--- src/common/tx_cmd_pkg.sv ---
// Purpose: Shared constants and carrier types for the transmitter command
//          interpreter and its bit queue.
// Assumes: 100 MHz system clock, 10 MHz crystal reference.
// Notes:   Command words are 16 bits; the queue-load code is 8 bits.
package tx_cmd_pkg;

  // Clocking and bit-rate base
  localparam int SYS_CLK_HZ = 100_000_000;
  localparam int REF_CLK_HZ = 10_000_000;
  localparam int RATE_PRESCALE = 29;
  localparam int BIT_UNIT_CYCLES = SYS_CLK_HZ / REF_CLK_HZ * RATE_PRESCALE;
  localparam int TX_QUEUE_BITS = 64;

  // Pin synchroniser lanes
  localparam int PIN_CS = 0;
  localparam int PIN_SCK = 1;
  localparam int PIN_SDI = 2;
  localparam int PIN_MOD = 3;
  localparam logic [3:0] PIN_IDLE = 4'h1;

  // Serial framing
  localparam logic [3:0] BYTE_LAST = 4'h7;
  localparam logic [3:0] WORD_LAST = 4'hF;

  // Command codes
  localparam logic [3:0] CODE_CFG = 4'h9;
  localparam logic [3:0] CODE_FREQ = 4'hA;
  localparam logic [3:0] CODE_WAKE = 4'hE;
  localparam logic [7:0] CODE_PWR = 8'hC0;
  localparam logic [7:0] CODE_QLOAD = 8'hC6;
  localparam logic [7:0] CODE_QSET = 8'hCE;
  localparam logic [7:0] CODE_RATE = 8'hC8;
  localparam logic [7:0] CODE_LBCLK = 8'hC2;
  localparam logic [7:0] CODE_WAKEX = 8'hC3;
  localparam logic [7:0] CODE_FEAT = 8'hB0;

  // Power-on values
  localparam logic [15:0] POR_CFG = 16'h9082;
  localparam logic [15:0] POR_FREQ = 16'hAD57;
  localparam logic [15:0] POR_PWR = 16'hC002;
  localparam logic [15:0] POR_QSET = 16'hCE00;
  localparam logic [15:0] POR_RATE = 16'hC813;
  localparam logic [15:0] POR_LBCLK = 16'hC213;
  localparam logic [15:0] POR_WAKE = 16'hE196;
  localparam logic [15:0] POR_WAKEX = 16'hC300;
  localparam logic [15:0] POR_FEAT = 16'hB0CA;

  // Field positions
  localparam int CFG_BAND = 11;
  localparam int CFG_POWER = 8;
  localparam int CFG_LOAD = 4;
  localparam int CFG_DEVSIGN = 3;
  localparam int CFG_DEVMAG = 0;
  localparam int PWR_OSC = 5;
  localparam int PWR_SYNTH = 4;
  localparam int PWR_PA = 3;
  localparam int PWR_BATT = 2;
  localparam int PWR_WAKE = 1;
  localparam int PWR_CLKDIS = 0;
  localparam int QSET_EN = 7;
  localparam int QSET_LEVEL = 0;
  localparam int RATE_PRE = 7;
  localparam int RATE_DIV = 0;
  localparam int LB_DIV = 5;
  localparam int LB_SLOW = 4;
  localparam int LB_THRESH = 0;
  localparam int WAKE_EXP = 8;
  localparam int WAKE_MLO = 0;
  localparam int WAKEX_DIV = 6;
  localparam int WAKEX_MHI = 0;
  localparam int FEAT_XLP = 7;
  localparam int FEAT_TAIL = 6;
  localparam int FEAT_NOCAL = 4;
  localparam int FEAT_BW = 2;
  localparam int FEAT_HOLD = 1;
  localparam int FEAT_AUTOWAKE = 0;

  // Derived settings
  localparam logic [11:0] CH_MIN = 12'h060;
  localparam logic [11:0] CH_MAX = 12'hF3F;
  localparam logic [15:0] BASE_LOW_BAND = 16'h9C40;
  localparam logic [15:0] BASE_HIGH_BAND = 16'hABE0;
  localparam logic [4:0] ATTEN_STEP_DB = 5'h03;
  localparam logic [5:0] LOAD_CAP_BASE = 6'h11;
  localparam logic [5:0] BATT_BASE = 6'h14;
  localparam logic [9:0] TAIL_LONG = 10'h200;
  localparam logic [9:0] TAIL_SHORT = 10'h080;
  localparam logic [3:0] PRESCALE_HIGH = 4'h8;

  typedef enum logic [1:0] {
    MODE_STANDBY = 2'b00,
    MODE_SLEEP = 2'b01,
    MODE_IDLE = 2'b10,
    MODE_ACTIVE = 2'b11
  } mode_type;

  typedef enum logic {
    SER_CMD = 1'b0,
    SER_LOAD = 1'b1
  } serial_state_type;

  typedef struct packed {
    logic bandSelect;
    logic [15:0] synthWord;
    logic [4:0] powerAttenDb;
    logic [5:0] loadCapHalfPf;
    logic devSign;
    logic [3:0] devSteps;
    logic [1:0] loopBandwidth;
    logic oscLowPower;
  } rf_settings_type;

  typedef struct packed {
    logic oscOn;
    logic synthOn;
    logic paOn;
    logic batteryDetectEnable;
    logic wakeTimerEnable;
    logic clockOutEnable;
    mode_type mode;
  } power_state_type;

  typedef struct packed {
    logic [2:0] mcuClockDiv;
    logic fastClockValid;
    logic slowClockSel;
    logic [9:0] tailCycles;
    logic [5:0] batteryThreshDeciV;
    logic [13:0] wakeMantissa;
    logic [3:0] wakeExponent;
    logic [1:0] wakeDivisor;
    logic calibDisable;
    logic autoWakeOnIrq;
    logic holdAwakeAfterQueueIrq;
  } clock_wake_type;

endpackage

--- src/logic/tx_bit_queue.sv ---
// Purpose: Small first-in first-out store for transmit data bits.
// Assumes: DEPTH is a power of two; one write and one pop per cycle at most.
// Notes:   Read data is registered, so valid lags a write by two cycles.
`timescale 1ns/1ps
module tx_bit_queue
  import tx_cmd_pkg::*;
#(
  parameter int WIDTH = 1,
  parameter int DEPTH = TX_QUEUE_BITS
) (
  input wire logic sys_clk,
  input wire logic rst_n,
  input wire logic flush,
  input wire logic wrValid,
  input wire logic [WIDTH-1:0] wrData,
  output logic wrReady,
  input wire logic rdPop,
  output logic rdValid,
  output logic [WIDTH-1:0] rdData,
  output logic [$clog2(DEPTH):0] count
);
  localparam int AW = $clog2(DEPTH);

  if (WIDTH < 1 || DEPTH < 2 || (DEPTH & (DEPTH - 1)) != 0) begin : g_chk
    $error("tx_bit_queue: WIDTH >= 1 and power-of-two DEPTH required");
  end

  logic [WIDTH-1:0] mem [DEPTH];
  logic [AW-1:0] wrPtr;
  logic [AW-1:0] rdPtr;

  wire doWrite = wrValid && wrReady && !flush;
  wire doPop = rdPop && rdValid && !flush;
  wire [AW:0] next_count = count + {{AW{1'b0}}, doWrite}
                         - {{AW{1'b0}}, doPop};
  assign wrReady = count != (AW + 1)'(DEPTH);

  always_ff @(posedge sys_clk) begin
    if (doWrite) begin
      mem[wrPtr] <= wrData;
    end
  end

  // Valid drops for a cycle after each pop while the read register refills
  always_ff @(posedge sys_clk or negedge rst_n) begin
    if (!rst_n) begin
      wrPtr <= '0;
      rdPtr <= '0;
      count <= '0;
      rdValid <= 1'b0;
      rdData <= '0;
    end else if (flush) begin
      wrPtr <= '0;
      rdPtr <= '0;
      count <= '0;
      rdValid <= 1'b0;
    end else begin
      wrPtr <= wrPtr + AW'(doWrite);
      rdPtr <= rdPtr + AW'(doPop);
      count <= next_count;
      rdValid <= (count != '0) && !doPop;
      rdData <= mem[rdPtr];
    end
  end

endmodule

--- src/logic/tx_command_interpreter.sv ---
// Purpose: Serial command decoder and control registers of an FSK transmitter.
// Assumes: Serial pins are asynchronous; each passes a three-stage filter.
// Notes:   Settings leave on registered structs, two cycles after decode.
// Notes on behaviour
// [RL1] Select low shifts bits MSB first; high resets.
// [RL2] Center frequency from band constant plus channel.
// [RL3] Power code lowers output in 3 dB steps.
// [RL4] Load capacitance 8.5 pF plus half-pF steps.
// [RL5] Deviation sign is sign bit XOR modulation.
// [RL6] Channel outside 96..3903 keeps previous value.
// [RL7] Power word holds six enables, default C002h.
// [RL8] Amplifier enable forces oscillator and synthesizer on.
// [RL9] Amplifier enable in queue mode rolls out bits.
// [RL10] Operating mode derived from the enable bits.
// [RL11] Host should toggle only amplifier for speed.
// [RL12] Queue load accepted only while queue enabled.
// [RL13] Host enables amplifier before direct modulation.
// [RL14] Clearing queue enable empties the queue.
// [RL15] Pulse when remaining bits reach programmed level.
// [RL16] Bit period from divisor and prescale bit.
// [RL17] Battery threshold 2.0 V plus tenth-volt steps.
// [RL18] Slow clock out in sleep when enabled.
// [RL19] Clock divider valid only while oscillator runs.
// [RL20] Wake period from mantissa, exponent and divisor.
// [RL21] Clock tail 512 cycles when selected, else 128.
// [RL22] Loop bandwidth field and oscillator low power.
// [RL23] Calibration disable stops wake timer recalibration.
// [RL24] Auto wake on interrupt; hold awake option.
// [RL25] Register updates only after complete word.
`timescale 1ns/1ps
module tx_command_interpreter
  import tx_cmd_pkg::*;
#(
  parameter int QUEUE_DEPTH = TX_QUEUE_BITS,
  parameter int BIT_BASE_CYCLES = BIT_UNIT_CYCLES
) (
  input wire logic sys_clk,
  input wire logic rst_n,
  input wire logic chipSelectN,
  input wire logic serialClock,
  input wire logic serialDataIn,
  input wire logic modulationIn,
  output rf_settings_type rfOut,
  output power_state_type powerOut,
  output clock_wake_type clockWakeOut,
  output logic txBit,
  output logic txActive,
  output logic queueLevelIrq,
  output logic queueFull
);
  localparam int CW = $clog2(QUEUE_DEPTH) + 1;

  // Level field is six bits, so the count must hold at least 64
  if (QUEUE_DEPTH < 64 || (QUEUE_DEPTH & (QUEUE_DEPTH - 1)) != 0
      || BIT_BASE_CYCLES < 2 || BIT_BASE_CYCLES > 1023) begin : g_chk
    $error("tx_command_interpreter: unsupported parameter values");
  end

  // Pin filter: a level counts once stages two and three agree
  logic [3:0] syncA;
  logic [3:0] syncB;
  logic [3:0] syncC;
  logic [3:0] pinStable;
  wire [3:0] pinRaw = {modulationIn, serialDataIn, serialClock, chipSelectN};
  wire [3:0] pinAgree = ~(syncB ^ syncC);
  wire [3:0] next_pinStable = (pinAgree & syncC) | (~pinAgree & pinStable);

  always_ff @(posedge sys_clk or negedge rst_n) begin
    if (!rst_n) begin
      syncA <= PIN_IDLE;
      syncB <= PIN_IDLE;
      syncC <= PIN_IDLE;
      pinStable <= PIN_IDLE;
    end else begin
      syncA <= pinRaw;
      syncB <= syncA;
      syncC <= syncB;
      pinStable <= next_pinStable;
    end
  end

  wire csActive = ~next_pinStable[PIN_CS];
  wire sckRise = csActive & ~pinStable[PIN_SCK] & next_pinStable[PIN_SCK];
  wire sdiBit = next_pinStable[PIN_SDI];
  wire modPin = pinStable[PIN_MOD];

  // Serial framing
  serial_state_type serState;
  logic [15:0] shiftReg;
  logic [3:0] bitCount;
  logic cmdValid;
  logic [15:0] cmdWord;
  wire [15:0] shiftNext = {shiftReg[14:0], sdiBit};
  wire queueLoadCode = (bitCount == BYTE_LAST)
                     && (shiftNext[7:0] == CODE_QLOAD);
  wire wordDone = bitCount == WORD_LAST;

  always_ff @(posedge sys_clk or negedge rst_n) begin
    if (!rst_n) begin
      serState <= SER_CMD;
      shiftReg <= '0;
      bitCount <= '0;
      cmdValid <= 1'b0;
      cmdWord <= '0;
    end else begin
      cmdValid <= 1'b0;
      // [RL1] Select high restarts
      if (!csActive) begin
        serState <= SER_CMD;
        bitCount <= '0;
      end else if (sckRise) begin
        case (serState)
          SER_CMD: begin
            // [RL1] MSB first shift
            shiftReg <= shiftNext;
            bitCount <= bitCount + 4'h1;
            if (queueLoadCode) begin
              serState <= SER_LOAD;
            end
            // [RL25] Whole word strobe
            if (wordDone) begin
              cmdValid <= 1'b1;
              cmdWord <= shiftNext;
            end
          end
          SER_LOAD: begin
            serState <= SER_LOAD;
          end
          default: begin
            serState <= SER_CMD;
          end
        endcase
      end
    end
  end

  // Command decode
  wire [7:0] cmdHigh = cmdWord[15:8];
  wire [11:0] cmdChannel = cmdWord[11:0];
  // [RL6] Channel range check
  wire chInRange = (cmdChannel >= CH_MIN) && (cmdChannel <= CH_MAX);
  wire isCfg = cmdValid && (cmdWord[15:12] == CODE_CFG);
  wire isFreq = cmdValid && (cmdWord[15:12] == CODE_FREQ) && chInRange;
  wire isWake = cmdValid && (cmdWord[15:12] == CODE_WAKE);
  wire isPwr = cmdValid && (cmdHigh == CODE_PWR);
  wire isQset = cmdValid && (cmdHigh == CODE_QSET);
  wire isRate = cmdValid && (cmdHigh == CODE_RATE);
  wire isLbclk = cmdValid && (cmdHigh == CODE_LBCLK);
  wire isWakex = cmdValid && (cmdHigh == CODE_WAKEX);
  wire isFeat = cmdValid && (cmdHigh == CODE_FEAT);

  logic [15:0] cfgWord;
  logic [15:0] freqWord;
  logic [15:0] pwrWord;
  logic [15:0] qsetWord;
  logic [15:0] rateWord;
  logic [15:0] lbclkWord;
  logic [15:0] wakeWord;
  logic [15:0] wakexWord;
  logic [15:0] featWord;

  // [RL7] Power-on defaults
  always_ff @(posedge sys_clk or negedge rst_n) begin
    if (!rst_n) begin
      cfgWord <= POR_CFG;
      freqWord <= POR_FREQ;
      pwrWord <= POR_PWR;
      qsetWord <= POR_QSET;
      rateWord <= POR_RATE;
      lbclkWord <= POR_LBCLK;
      wakeWord <= POR_WAKE;
      wakexWord <= POR_WAKEX;
      featWord <= POR_FEAT;
    end else begin
      // [RL25] Decoded word updates
      if (isCfg) cfgWord <= cmdWord;
      if (isFreq) freqWord <= cmdWord;
      if (isPwr) pwrWord <= cmdWord;
      if (isQset) qsetWord <= cmdWord;
      if (isRate) rateWord <= cmdWord;
      if (isLbclk) lbclkWord <= cmdWord;
      if (isWake) wakeWord <= cmdWord;
      if (isWakex) wakexWord <= cmdWord;
      if (isFeat) featWord <= cmdWord;
    end
  end

  // Field extraction
  wire oscBit = pwrWord[PWR_OSC];
  wire synthBit = pwrWord[PWR_SYNTH];
  wire paBit = pwrWord[PWR_PA];
  wire battBit = pwrWord[PWR_BATT];
  wire wakeBit = pwrWord[PWR_WAKE];
  wire queueEnable = qsetWord[QSET_EN];
  wire [5:0] irqLevel = qsetWord[QSET_LEVEL +: 6];
  wire [6:0] rateDiv = rateWord[RATE_DIV +: 7];
  wire ratePre = rateWord[RATE_PRE];

  // [RL8] Amplifier pulls oscillator and synthesizer on
  wire oscOn = oscBit | paBit;
  wire synthOn = synthBit | paBit;

  // [RL10] Mode priority chain
  wire mode_type next_mode = paBit ? MODE_ACTIVE
                           : (oscBit | synthBit) ? MODE_IDLE
                           : (battBit | wakeBit) ? MODE_SLEEP
                           : MODE_STANDBY;

  // Bit queue
  logic qWrReady;
  logic qRdValid;
  logic qRdData;
  logic [CW-1:0] qCount;
  logic qPop;
  // [RL14] Disabled queue is held empty
  wire queueFlush = !queueEnable;
  // [RL12] Load only while enabled
  wire qWrValid = sckRise && (serState == SER_LOAD) && queueEnable;

  tx_bit_queue #(
    .WIDTH(1),
    .DEPTH(QUEUE_DEPTH)
  ) u_queue (
    .sys_clk(sys_clk),
    .rst_n(rst_n),
    .flush(queueFlush),
    .wrValid(qWrValid),
    .wrData(sdiBit),
    .wrReady(qWrReady),
    .rdPop(qPop),
    .rdValid(qRdValid),
    .rdData(qRdData),
    .count(qCount)
  );

  // Bit timer: period in system cycles, less one
  function automatic logic [19:0] bitPeriod(input logic [6:0] r,
                                            input logic pre);
    logic [19:0] base;
    logic [19:0] scaled;
    base = 20'(BIT_BASE_CYCLES) * ({13'h0000, r} + 20'h00001);
    scaled = pre ? 20'(base * {16'h0000, PRESCALE_HIGH}) : base;
    return scaled - 20'h00001;
  endfunction

  logic [19:0] rateCount;
  // [RL9] Roll-out needs amplifier and queue mode
  wire txRunning = paBit && queueEnable;
  wire rateTick = txRunning && (rateCount == 20'h00000);
  assign qPop = rateTick && qRdValid;
  // [RL15] Remaining bits after this pop
  wire levelHit = qPop && ((qCount - CW'(1)) == CW'(irqLevel));

  always_ff @(posedge sys_clk or negedge rst_n) begin
    if (!rst_n) begin
      rateCount <= '0;
      txBit <= 1'b0;
      txActive <= 1'b0;
      queueLevelIrq <= 1'b0;
    end else begin
      // [RL16] Bit rate divider
      if (!txRunning) begin
        rateCount <= '0;
      end else if (rateTick) begin
        rateCount <= bitPeriod(rateDiv, ratePre);
      end else begin
        rateCount <= rateCount - 20'h00001;
      end
      // [RL9] Shift out stored bits
      if (qPop) begin
        txBit <= qRdData;
      end
      txActive <= txRunning;
      queueLevelIrq <= levelHit;
    end
  end

  assign queueFull = !qWrReady;

  // Output assembly; modulation follows the queue in queue mode
  wire modBit = queueEnable ? txBit : modPin;
  wire [2:0] powerCode = cfgWord[CFG_POWER +: 3];
  wire [3:0] loadCode = cfgWord[CFG_LOAD +: 4];
  wire [2:0] devMag = cfgWord[CFG_DEVMAG +: 3];
  wire bandSel = cfgWord[CFG_BAND];
  rf_settings_type next_rfOut;
  power_state_type next_powerOut;
  clock_wake_type next_clockWakeOut;

  // [RL2] Band base plus channel
  assign next_rfOut.bandSelect = bandSel;
  assign next_rfOut.synthWord = (bandSel ? BASE_HIGH_BAND : BASE_LOW_BAND)
                              + {4'h0, freqWord[11:0]};
  // [RL3] Attenuation in dB
  assign next_rfOut.powerAttenDb = {2'b00, powerCode} * ATTEN_STEP_DB;
  // [RL4] Load in half picofarads
  assign next_rfOut.loadCapHalfPf = LOAD_CAP_BASE + {2'b00, loadCode};
  // [RL5] Deviation sign and step count
  assign next_rfOut.devSign = cfgWord[CFG_DEVSIGN] ^ modBit;
  assign next_rfOut.devSteps = {1'b0, devMag} + 4'h1;
  // [RL22] Loop bandwidth and low power
  assign next_rfOut.loopBandwidth = featWord[FEAT_BW +: 2];
  assign next_rfOut.oscLowPower = featWord[FEAT_XLP];

  // [RL7] Six enables
  assign next_powerOut.oscOn = oscOn;
  assign next_powerOut.synthOn = synthOn;
  assign next_powerOut.paOn = paBit;
  assign next_powerOut.batteryDetectEnable = battBit;
  assign next_powerOut.wakeTimerEnable = wakeBit;
  assign next_powerOut.clockOutEnable = !pwrWord[PWR_CLKDIS];
  assign next_powerOut.mode = next_mode;

  // [RL19] Divider valid with oscillator
  assign next_clockWakeOut.mcuClockDiv = lbclkWord[LB_DIV +: 3];
  assign next_clockWakeOut.fastClockValid = oscOn;
  // [RL18] Slow clock only in sleep
  assign next_clockWakeOut.slowClockSel = lbclkWord[LB_SLOW]
                                        && (next_mode == MODE_SLEEP);
  // [RL21] Tail length select
  assign next_clockWakeOut.tailCycles = featWord[FEAT_TAIL] ? TAIL_LONG
                                                            : TAIL_SHORT;
  // [RL17] Threshold in tenths of a volt
  assign next_clockWakeOut.batteryThreshDeciV = BATT_BASE
                                              + {2'b00,
                                                 lbclkWord[LB_THRESH +: 4]};
  // [RL20] Mantissa joined from two words
  assign next_clockWakeOut.wakeMantissa = {wakexWord[WAKEX_MHI +: 6],
                                           wakeWord[WAKE_MLO +: 8]};
  assign next_clockWakeOut.wakeExponent = wakeWord[WAKE_EXP +: 4];
  assign next_clockWakeOut.wakeDivisor = wakexWord[WAKEX_DIV +: 2];
  // [RL23] Calibration disable
  assign next_clockWakeOut.calibDisable = featWord[FEAT_NOCAL];
  // [RL24] Wake and hold options
  assign next_clockWakeOut.autoWakeOnIrq = featWord[FEAT_AUTOWAKE];
  assign next_clockWakeOut.holdAwakeAfterQueueIrq = featWord[FEAT_HOLD];

  always_ff @(posedge sys_clk or negedge rst_n) begin
    if (!rst_n) begin
      rfOut <= '0;
      powerOut <= '0;
      clockWakeOut <= '0;
    end else begin
      rfOut <= next_rfOut;
      powerOut <= next_powerOut;
      clockWakeOut <= next_clockWakeOut;
    end
  end

  // Checks
  cs_reinit_a: assert property ( // RL1
    @(posedge sys_clk) disable iff (!rst_n)
    !csActive |=> (bitCount == 4'h0) && (serState == SER_CMD))
    else $error("serial state not cleared by deselect");

  channel_keep_a: assert property ( // RL6
    @(posedge sys_clk) disable iff (!rst_n)
    (cmdValid && cmdWord[15:12] == CODE_FREQ && !chInRange)
    |=> $stable(freqWord))
    else $error("out-of-range channel was stored");

  pa_forces_a: assert property ( // RL8
    @(posedge sys_clk) disable iff (!rst_n)
    paBit |=> powerOut.oscOn && powerOut.synthOn)
    else $error("amplifier on without oscillator and synthesizer");

  mode_active_a: assert property ( // RL10
    @(posedge sys_clk) disable iff (!rst_n)
    $rose(paBit) |=> (powerOut.mode == MODE_ACTIVE)[*2])
    else $error("mode not active with amplifier enabled");

  queue_load_a: assert property ( // RL12
    @(posedge sys_clk) disable iff (!rst_n)
    (sckRise && serState == SER_LOAD && !queueEnable)
    |=> $stable(qCount))
    else $error("queue written while disabled");

  queue_flush_a: assert property ( // RL14
    @(posedge sys_clk) disable iff (!rst_n)
    $fell(queueEnable) |=> (qCount == '0) && !qRdValid)
    else $error("queue not emptied on disable");

  level_irq_a: assert property ( // RL15
    @(posedge sys_clk) disable iff (!rst_n)
    (qPop && qCount == CW'(irqLevel) + CW'(1))
    |=> queueLevelIrq ##1 !queueLevelIrq)
    else $error("level pulse missing or too long");

  rollout_bit_a: assert property ( // RL9
    @(posedge sys_clk) disable iff (!rst_n)
    qPop |=> (txBit == $past(qRdData)) && (rateCount != 20'h00000))
    else $error("queued bit not shifted out");

  word_only_a: assert property ( // RL25
    @(posedge sys_clk) disable iff (!rst_n)
    !$stable(cfgWord) |-> $past(cmdValid) && $past(cmdWord[15:12]) == CODE_CFG)
    else $error("register changed without a complete word");

  slow_clock_a: assert property ( // RL18
    @(posedge sys_clk) disable iff (!rst_n)
    clockWakeOut.slowClockSel |-> powerOut.mode == MODE_SLEEP)
    else $error("slow clock selected outside sleep");

endmodule

--- config.mk ---
export PLATFORM = sky130hd
export DESIGN_NAME = tx_command_interpreter
export DESIGN_NICKNAME = d
export VERILOG_FILES = /design/src/common/tx_cmd_pkg.sv /design/src/logic/tx_bit_queue.sv /design/src/logic/tx_command_interpreter.sv
export SDC_FILE = /design/constraint.sdc
export NUM_CORES = 1
export LEC_CHECK = 0
export ABC_CLOCK_PERIOD_IN_PS = 7450
export BUFFER_PORTS_ARGS = -buffer_cell sky130_fd_sc_hd__buf_4
export CAP_MARGIN = 10
export CORE_UTILIZATION = 45
export CTS_CLUSTER_SIZE = 24
export DETAILED_ROUTE_END_ITERATION = 8
export HOLD_SLACK_MARGIN = 0.1
export MAX_ROUTING_LAYER = met4
export PLACE_DENSITY = 0.67
export SYNTH_ARGS = -nofsm -noshare
export SYNTH_HDL_FRONTEND = slang
export SYNTH_SLANG_ARGS = --single-unit
--- constraint.sdc ---
create_clock -name sys_clk -period 7.45 [get_ports sys_clk]
set_input_delay 1.49 -clock sys_clk [delete_from_list [all_inputs] [get_ports sys_clk]]
set_output_delay 1.49 -clock sys_clk [all_outputs]
set_load 0.02 [all_outputs]
=== Word-level counts from Yosys, hierarchy flattened ===
Memories as Yosys holds them, arrays and structs flattened. A register that Yosys moved wholly into a read port is not among the register bits.
Cells that the tools add are included.

* Register bits after elaboration: 265
* Bits in writable memories: 64
* Bits of input ports: 6
* Output and inout bits: 92
* Logic and storage cells: 161
* Memories: 1

{| class="wikitable"
|+ Memory list
! memory !! words !! bits a word !! read ports !! clocked after memory_dff !! write ports !! line !! source
|-
| u_queue.mem || 64 || 1 || 1 || 1 || 1 || tx_bit_queue.sv:28 || <nowiki>logic [WIDTH-1:0] mem [DEPTH];</nowiki>
|}

* Add/sub/neg operators: 13
* Multiply operators: 2
* Order comparisons: 2
* Eq/ne operators: 16
* Multiplexer cells: 26
* Bitwise operators: 16
* Reductions and logical operators: 34

{| class="wikitable"
|+ Operator list
! operator !! number
|-
| 20-bit two-way mux || 3
|-
| 8-bit == test, second input constant || 7
|-
| 20-bit by 1-bit subtractor with 20-bit output, second input constant || 2
|-
| 1-bit logical AND || 24
|-
| 20-bit zero test || 1
|-
| 16-bit by 12-bit adder with 16-bit output || 1
|-
| 4-bit == test, second input constant || 4
|-
| 8-bit by 8-bit multiplier with 16-bit output, first input constant || 1
|-
| 14-bit two-way mux || 1
|-
| 5-bit by 4-bit adder with 6-bit output, first input constant || 2
|-
| 6-bit by 1-bit adder with 6-bit output || 2
|-
| 12-bit by 7-bit greater-or-equal comparator with 1-bit output, second input constant || 1
|-
| 12-bit less-or-equal comparator, second input constant || 1
|-
| 1-bit two-way mux || 12
|-
| 4-bit two-way mux || 3
|-
| 6-bit two-way mux || 2
|-
| 10-bit two-way mux || 1
|-
| 7-bit by 1-bit adder with 8-bit output, second input constant || 1
|-
| 4-bit bitwise AND || 2
|-
| 4-bit NOT || 2
|-
| 7-bit by 1-bit adder with 7-bit output || 1
|-
| 7-bit by 6-bit == test with 1-bit output || 1
|-
| 7-bit two-way mux || 1
|-
| 7-bit inequality test, second input constant || 1
|-
| 22 further kinds || 32
|}

=== Depth between registers and ports, before layout ===
* Depth after elaboration: 15
* Mapped depth: 17
* Gate-level depth less buffers: 16

=== Modules after synthesis ===
From an unflattened synthesis, not the netlist that was laid out.

* Cells, all modules: 1,110
* Area total of the unflattened synthesis: 14,121.0 um^2

{| class="wikitable"
|+ By module, submodules not included
! module !! instances !! cells an instance !! area each (um^2) !! seq. area each (um^2)
|-
| tx_command_interpreter || 1 || 788 || 10,139.7 || 5,893.2
|-
| tx_bit_queue || 1 || 322 || 3,981.3 || 2,447.3
|}

=== Least setup slack after synthesis ===
No wires, ideal clock.

* Path kind: register to register
* Start point: register rateWord[0]
* End point: register rateCount[15]
* Library setup time: 0.126 ns
* Arrival time: 4.087 ns
* Data required time: 7.324 ns
* Slack: 3.238 ns
* Cell stages (with the launch flop): 16
* Path buffers: 0
* Period minus slack after synthesis: 4.212 ns
* Cells stage by stage: dfstp_2 > and3_1 > xnor2_1 > inv_1 > ha_1 > inv_1 > fa_1 > inv_1 > fa_1 > and4_1 > or3_1 > a211oi_1 > o41ai_1 > or4_4 > nor3_1 > nor3b_2

* Cells in the longest elaborated chain, start to end: 6

{| class="wikitable"
|+ RTL lines
! element !! line !! source
|-
| start, declared || tx_command_interpreter.sv:156 || <nowiki>logic [15:0] rateWord;</nowiki>
|-
| start signal, assigned || tx_command_interpreter.sv:180 || <nowiki>if (isRate) rateWord <= cmdWord;</nowiki>
|-
| 7-bit by 1-bit adder with 8-bit output || tx_command_interpreter.sv:241 || <nowiki>base = 20'(BIT_BASE_CYCLES) * ({13'h0000, r} + 20'h00001);</nowiki>
|-
| 8-bit by 8-bit multiplier with 16-bit output || tx_command_interpreter.sv:241 ||
|-
| 20-bit two-way mux || tx_command_interpreter.sv:242 || <nowiki>scaled = pre ? 20'(base * {16'h0000, PRESCALE_HIGH}) : base;</nowiki>
|-
| 20-bit by 1-bit subtractor with 20-bit output || tx_command_interpreter.sv:243 || <nowiki>return scaled - 20'h00001;</nowiki>
|-
| 20-bit two-way mux || tx_command_interpreter.sv:264 || <nowiki>end else if (rateTick) begin</nowiki>
|-
| 20-bit two-way mux || tx_command_interpreter.sv:262 || <nowiki>if (!txRunning) begin</nowiki>
|-
| end signal, assigned || tx_command_interpreter.sv:265 || <nowiki>rateCount <= bitPeriod(rateDiv, ratePre);</nowiki>
|-
| end signal, assigned || tx_command_interpreter.sv:267 || <nowiki>rateCount <= rateCount - 20'h00001;</nowiki>
|-
| end, declared || tx_command_interpreter.sv:246 || <nowiki>logic [19:0] rateCount;</nowiki>
|}

No other way between the ends.
A chain may end at the register's enable or synchronous reset.

=== Worst setup path after layout ===
Same ends and word-level chain as after synthesis.

==> qor.yml <==
placement:
  place.gp.congestion: 0.8642
  hpwl_um: 19130
  portBuffers: 88
worst_hold_path:
  hold_depth: 0
  hold_class: "reg2reg"
cts:
  ctsHoldBuffers: 0
  clock-sinks: 319
  path_clk_slew_ps: 70
  clock_latency_ps: 520
  ctsLongestPathBuffers: 3
  cts_tree: "yes"
  root_buffer: "clkbuf_16"
  numCtsBuffers: 35
  cts_setup_buffers: 0
  h-tree-depth: 2
  cts.repair.resized: 0
yosys:
  synth_area_per_cell_um2: 12.62
  ys_top_cells_by_area: "dfrtp_1 (40%), edfxtp_1 (13%), mux2_2 (8.7%)"
  synthMuxAreaShare_pct: 11.67
  synth.top_cell.area_share_pct: 39.54
  synth_edf_count: 64
  synth.cell_area_mm2: 0.01424
  synthCells: 1128
  synthSimpleGateAreaFrac_pct: 11.03
  yosysSeqAreaShare_pct: 58.58
  synth_compound_area_share_pct: 6.494
  synth_warnings: 0
  synth_xor_area_share_pct: 2.953
  synthFlopType: "dfrtp_1"
  ys_ff_latch: 319
  synthAdderAreaFrac_pct: 5.923
  synth_top_family_by_area: "multiplexers"
  synthDistinctLibCells: 76
  synth_area_leader_cell: "dfrtp_1"
  synthArstFlopShare_pct: 79.94
layout:
  diodes: 0
  syn2layout_area_growth_pct: 15.03
  final_cell_mix: "dfrtp_1 (224), nor2_1 (124), mux2_2 (110)"
  drive_above_1_share_pct: 26.37
  fill_cells: 2588
  num-nets-final: 1281
  layout_commonest_cell: "dfrtp_1"
timing:
  finalMaxSlewViolations: 0
  fmax_mhz: 211.0
  rsz0062_at_grt: "false"
  slew_headroom_pct: 26.09
  finalHoldViolations: 0
  min_period_ps: 4740
  tightest_slew_ps: 1100
  setup_viol: 0
  tns_ps: 0
  skew_ps: 13.08
  min_period_over_period_pct: 63.62
grt:
  grt.overflow.total: 0
  antenna_found_initial: 0
  grt_pass1_vias: 9028
  track_usage_pct: 19.03
  grt_max_degree: 105
  grt_pass1_wl_um: 47980
drt:
  avgViaCountPerCell: 5.403
  routed_wl_um: 28910
  drc: 3
  wl_per_cell_um: 17.67
  dr.pass1.iters: 7
  drt_iter0_markers: 546
  vias: 8840
  ant_nets: 0
critical_path:
  end_kind: "flop"
  crit_fanout: 8
  worstPathArrival_ps: 5120
  start_kind: "flop"
  cp_data_required_time_ps: 7830
  criticalPathCategory: "reg2reg"
  reg2reg_depth: 15
power:
  switching_share_pct: 21.44
  combPwrFrac_pct: 1.8
  pwr-share-clk_pct: 48.0
  intPower_w: 0.002858
  p_sw_w: 0.0007799
  p_per_area_mw_per_mm2: 222.1
  seq_power_share_pct: 50.2
  vdd_drop_max_mv: 0.1970
  total_power_w: 0.003638
  power_leakage_nw: 7.551
run_status:
  violations: "design-rule violations"
  status: "finished with violations"
die:
  coreArea_mm2: 0.03083
  io_pins: 98
  die_area_mm2: 0.03236
  start_util_pct: 46.19
  die_h_um: 179.9
  placementRows: 64
  die_x_um: 179.9
job:
  max_cap_violations: 0
## path summary, 6_finish.rpt
check | startpoint | end | slack [ps]
min in group asynchronous | rst_n | rateCount[15] | 1000
max reg2reg | rateWord[0] | rateCount[15] | 2710
max | rateWord[0] | rateCount[15] | 2710
min | syncA[2] | syncB[2] | 350
max in group asynchronous | rst_n | bitCount[0] | 4910
min reg2reg | syncA[2] | syncB[2] | 350
## Yosys cell counts, drive strengths merged, types with 4 or more instances
cell type  count
a211oi         4
a21o           9
a21oi         36
a221oi         4
a31oi          5
and2           9
and3           9
and4           5
buf           21
clkbuf        33
dfrtp        225
dfstp         30
edfxtp        64
fa             5
ha            57
inv           48
mux2         110
mux2i         22
mux4           9
nand2         54
nand2b         7
nand3         21
nand4         10
nor2         124
nor2b          9
nor3          20
nor3b          6
nor4          11
o21ai         23
o21bai         6
o221ai        10
o22ai          6
o31ai          6
or2            5
or3           11
xnor2         30
xor2          18
## metrics by stage
stage	utilization (%)	area [µm²]	setup WS, ps	cells	hold slack, ps
6_report	53.13	16380	2711	1636	345.8
5_1_grt	53.13	16380	2256	1636	356.1
4_1_cts	53.13	16380	2677	1636	347.9
3_5_place_dp	49.29	15200	2713	1572	334.7
3_3_place_gp	49.29	15200	2888	1572	336.0
2_1_floorplan	-	14270	3238	1136	331.2
## cell type report
type	count	area (µm²)	area share, %
Timing Repair Buffer	94	713.2	4.354
Sequential cell	319	8342	50.93
Tap cell	396	495.5	3.025
Clock buffer	47	1002	6.119
Multi-Input combinational cell	715	5465	33.37
Inverter	48	180.2	1.100
Clock inverter	17	180.2	1.100
## critical path, stage by stage (launching register included)
cell and delay (ps):
dfstp_2 610, and3_1 230, xnor2_1 190, inv_1 110, ha_1 290, inv_1 50
fa_1 510, inv_1 70, fa_1 490, a311oi_1 440, o31ai_1 160, nor4b_1 430
o41ai_1 160, or4_4 540, nor3_1 220, nor3b_2 80
## cell families after synthesis
logic type	after synthesis
muxes	141
buffers and inverters	102
and+or+nand+nor	316
AOI/OAI and AO/OA	135
xor gates and xnor gates	48
DFF	319
adders and majority gates	65
other	2
## power groups by stage
stage / registers [W] / clock network [W] / logic [W]
floorplan: 0.00185 / 0 / 0.0000329
global placement: 0.00186 / 0 / 0.0000674
detailed placement: 0.00186 / 0 / 0.0000691
CTS: 0.00182 / 0.00179 / 0.0000696
global route: 0.00183 / 0.00186 / 0.0000771
finish: 0.00182 / 0.00175 / 0.0000670
## registers in the layout (all words and copies together) (netlist names), 8 cells and up, named ones only
signal and flops:
clockWakeOut 36, wakexWord 8, shiftReg 15, rateWord 8
u_queue.mem 64, cmdWord 16, wakeWord 12, lbclkWord 8
cfgWord 12, rateCount 20, rfOut 35, freqWord 12
## metal layers
metal / routed length (µm) / GRT usage [%] / vias to the layer above
li1: - / - / 4168
met1: 13260 / 25.08 / 4450
met2: 13960 / 30.55 / 166
met3: 1051 / 3.100 / 56
met4: 638 / 5.207 / 0
met5: 0 / - / -
Power figures use the tool's default switching activity.
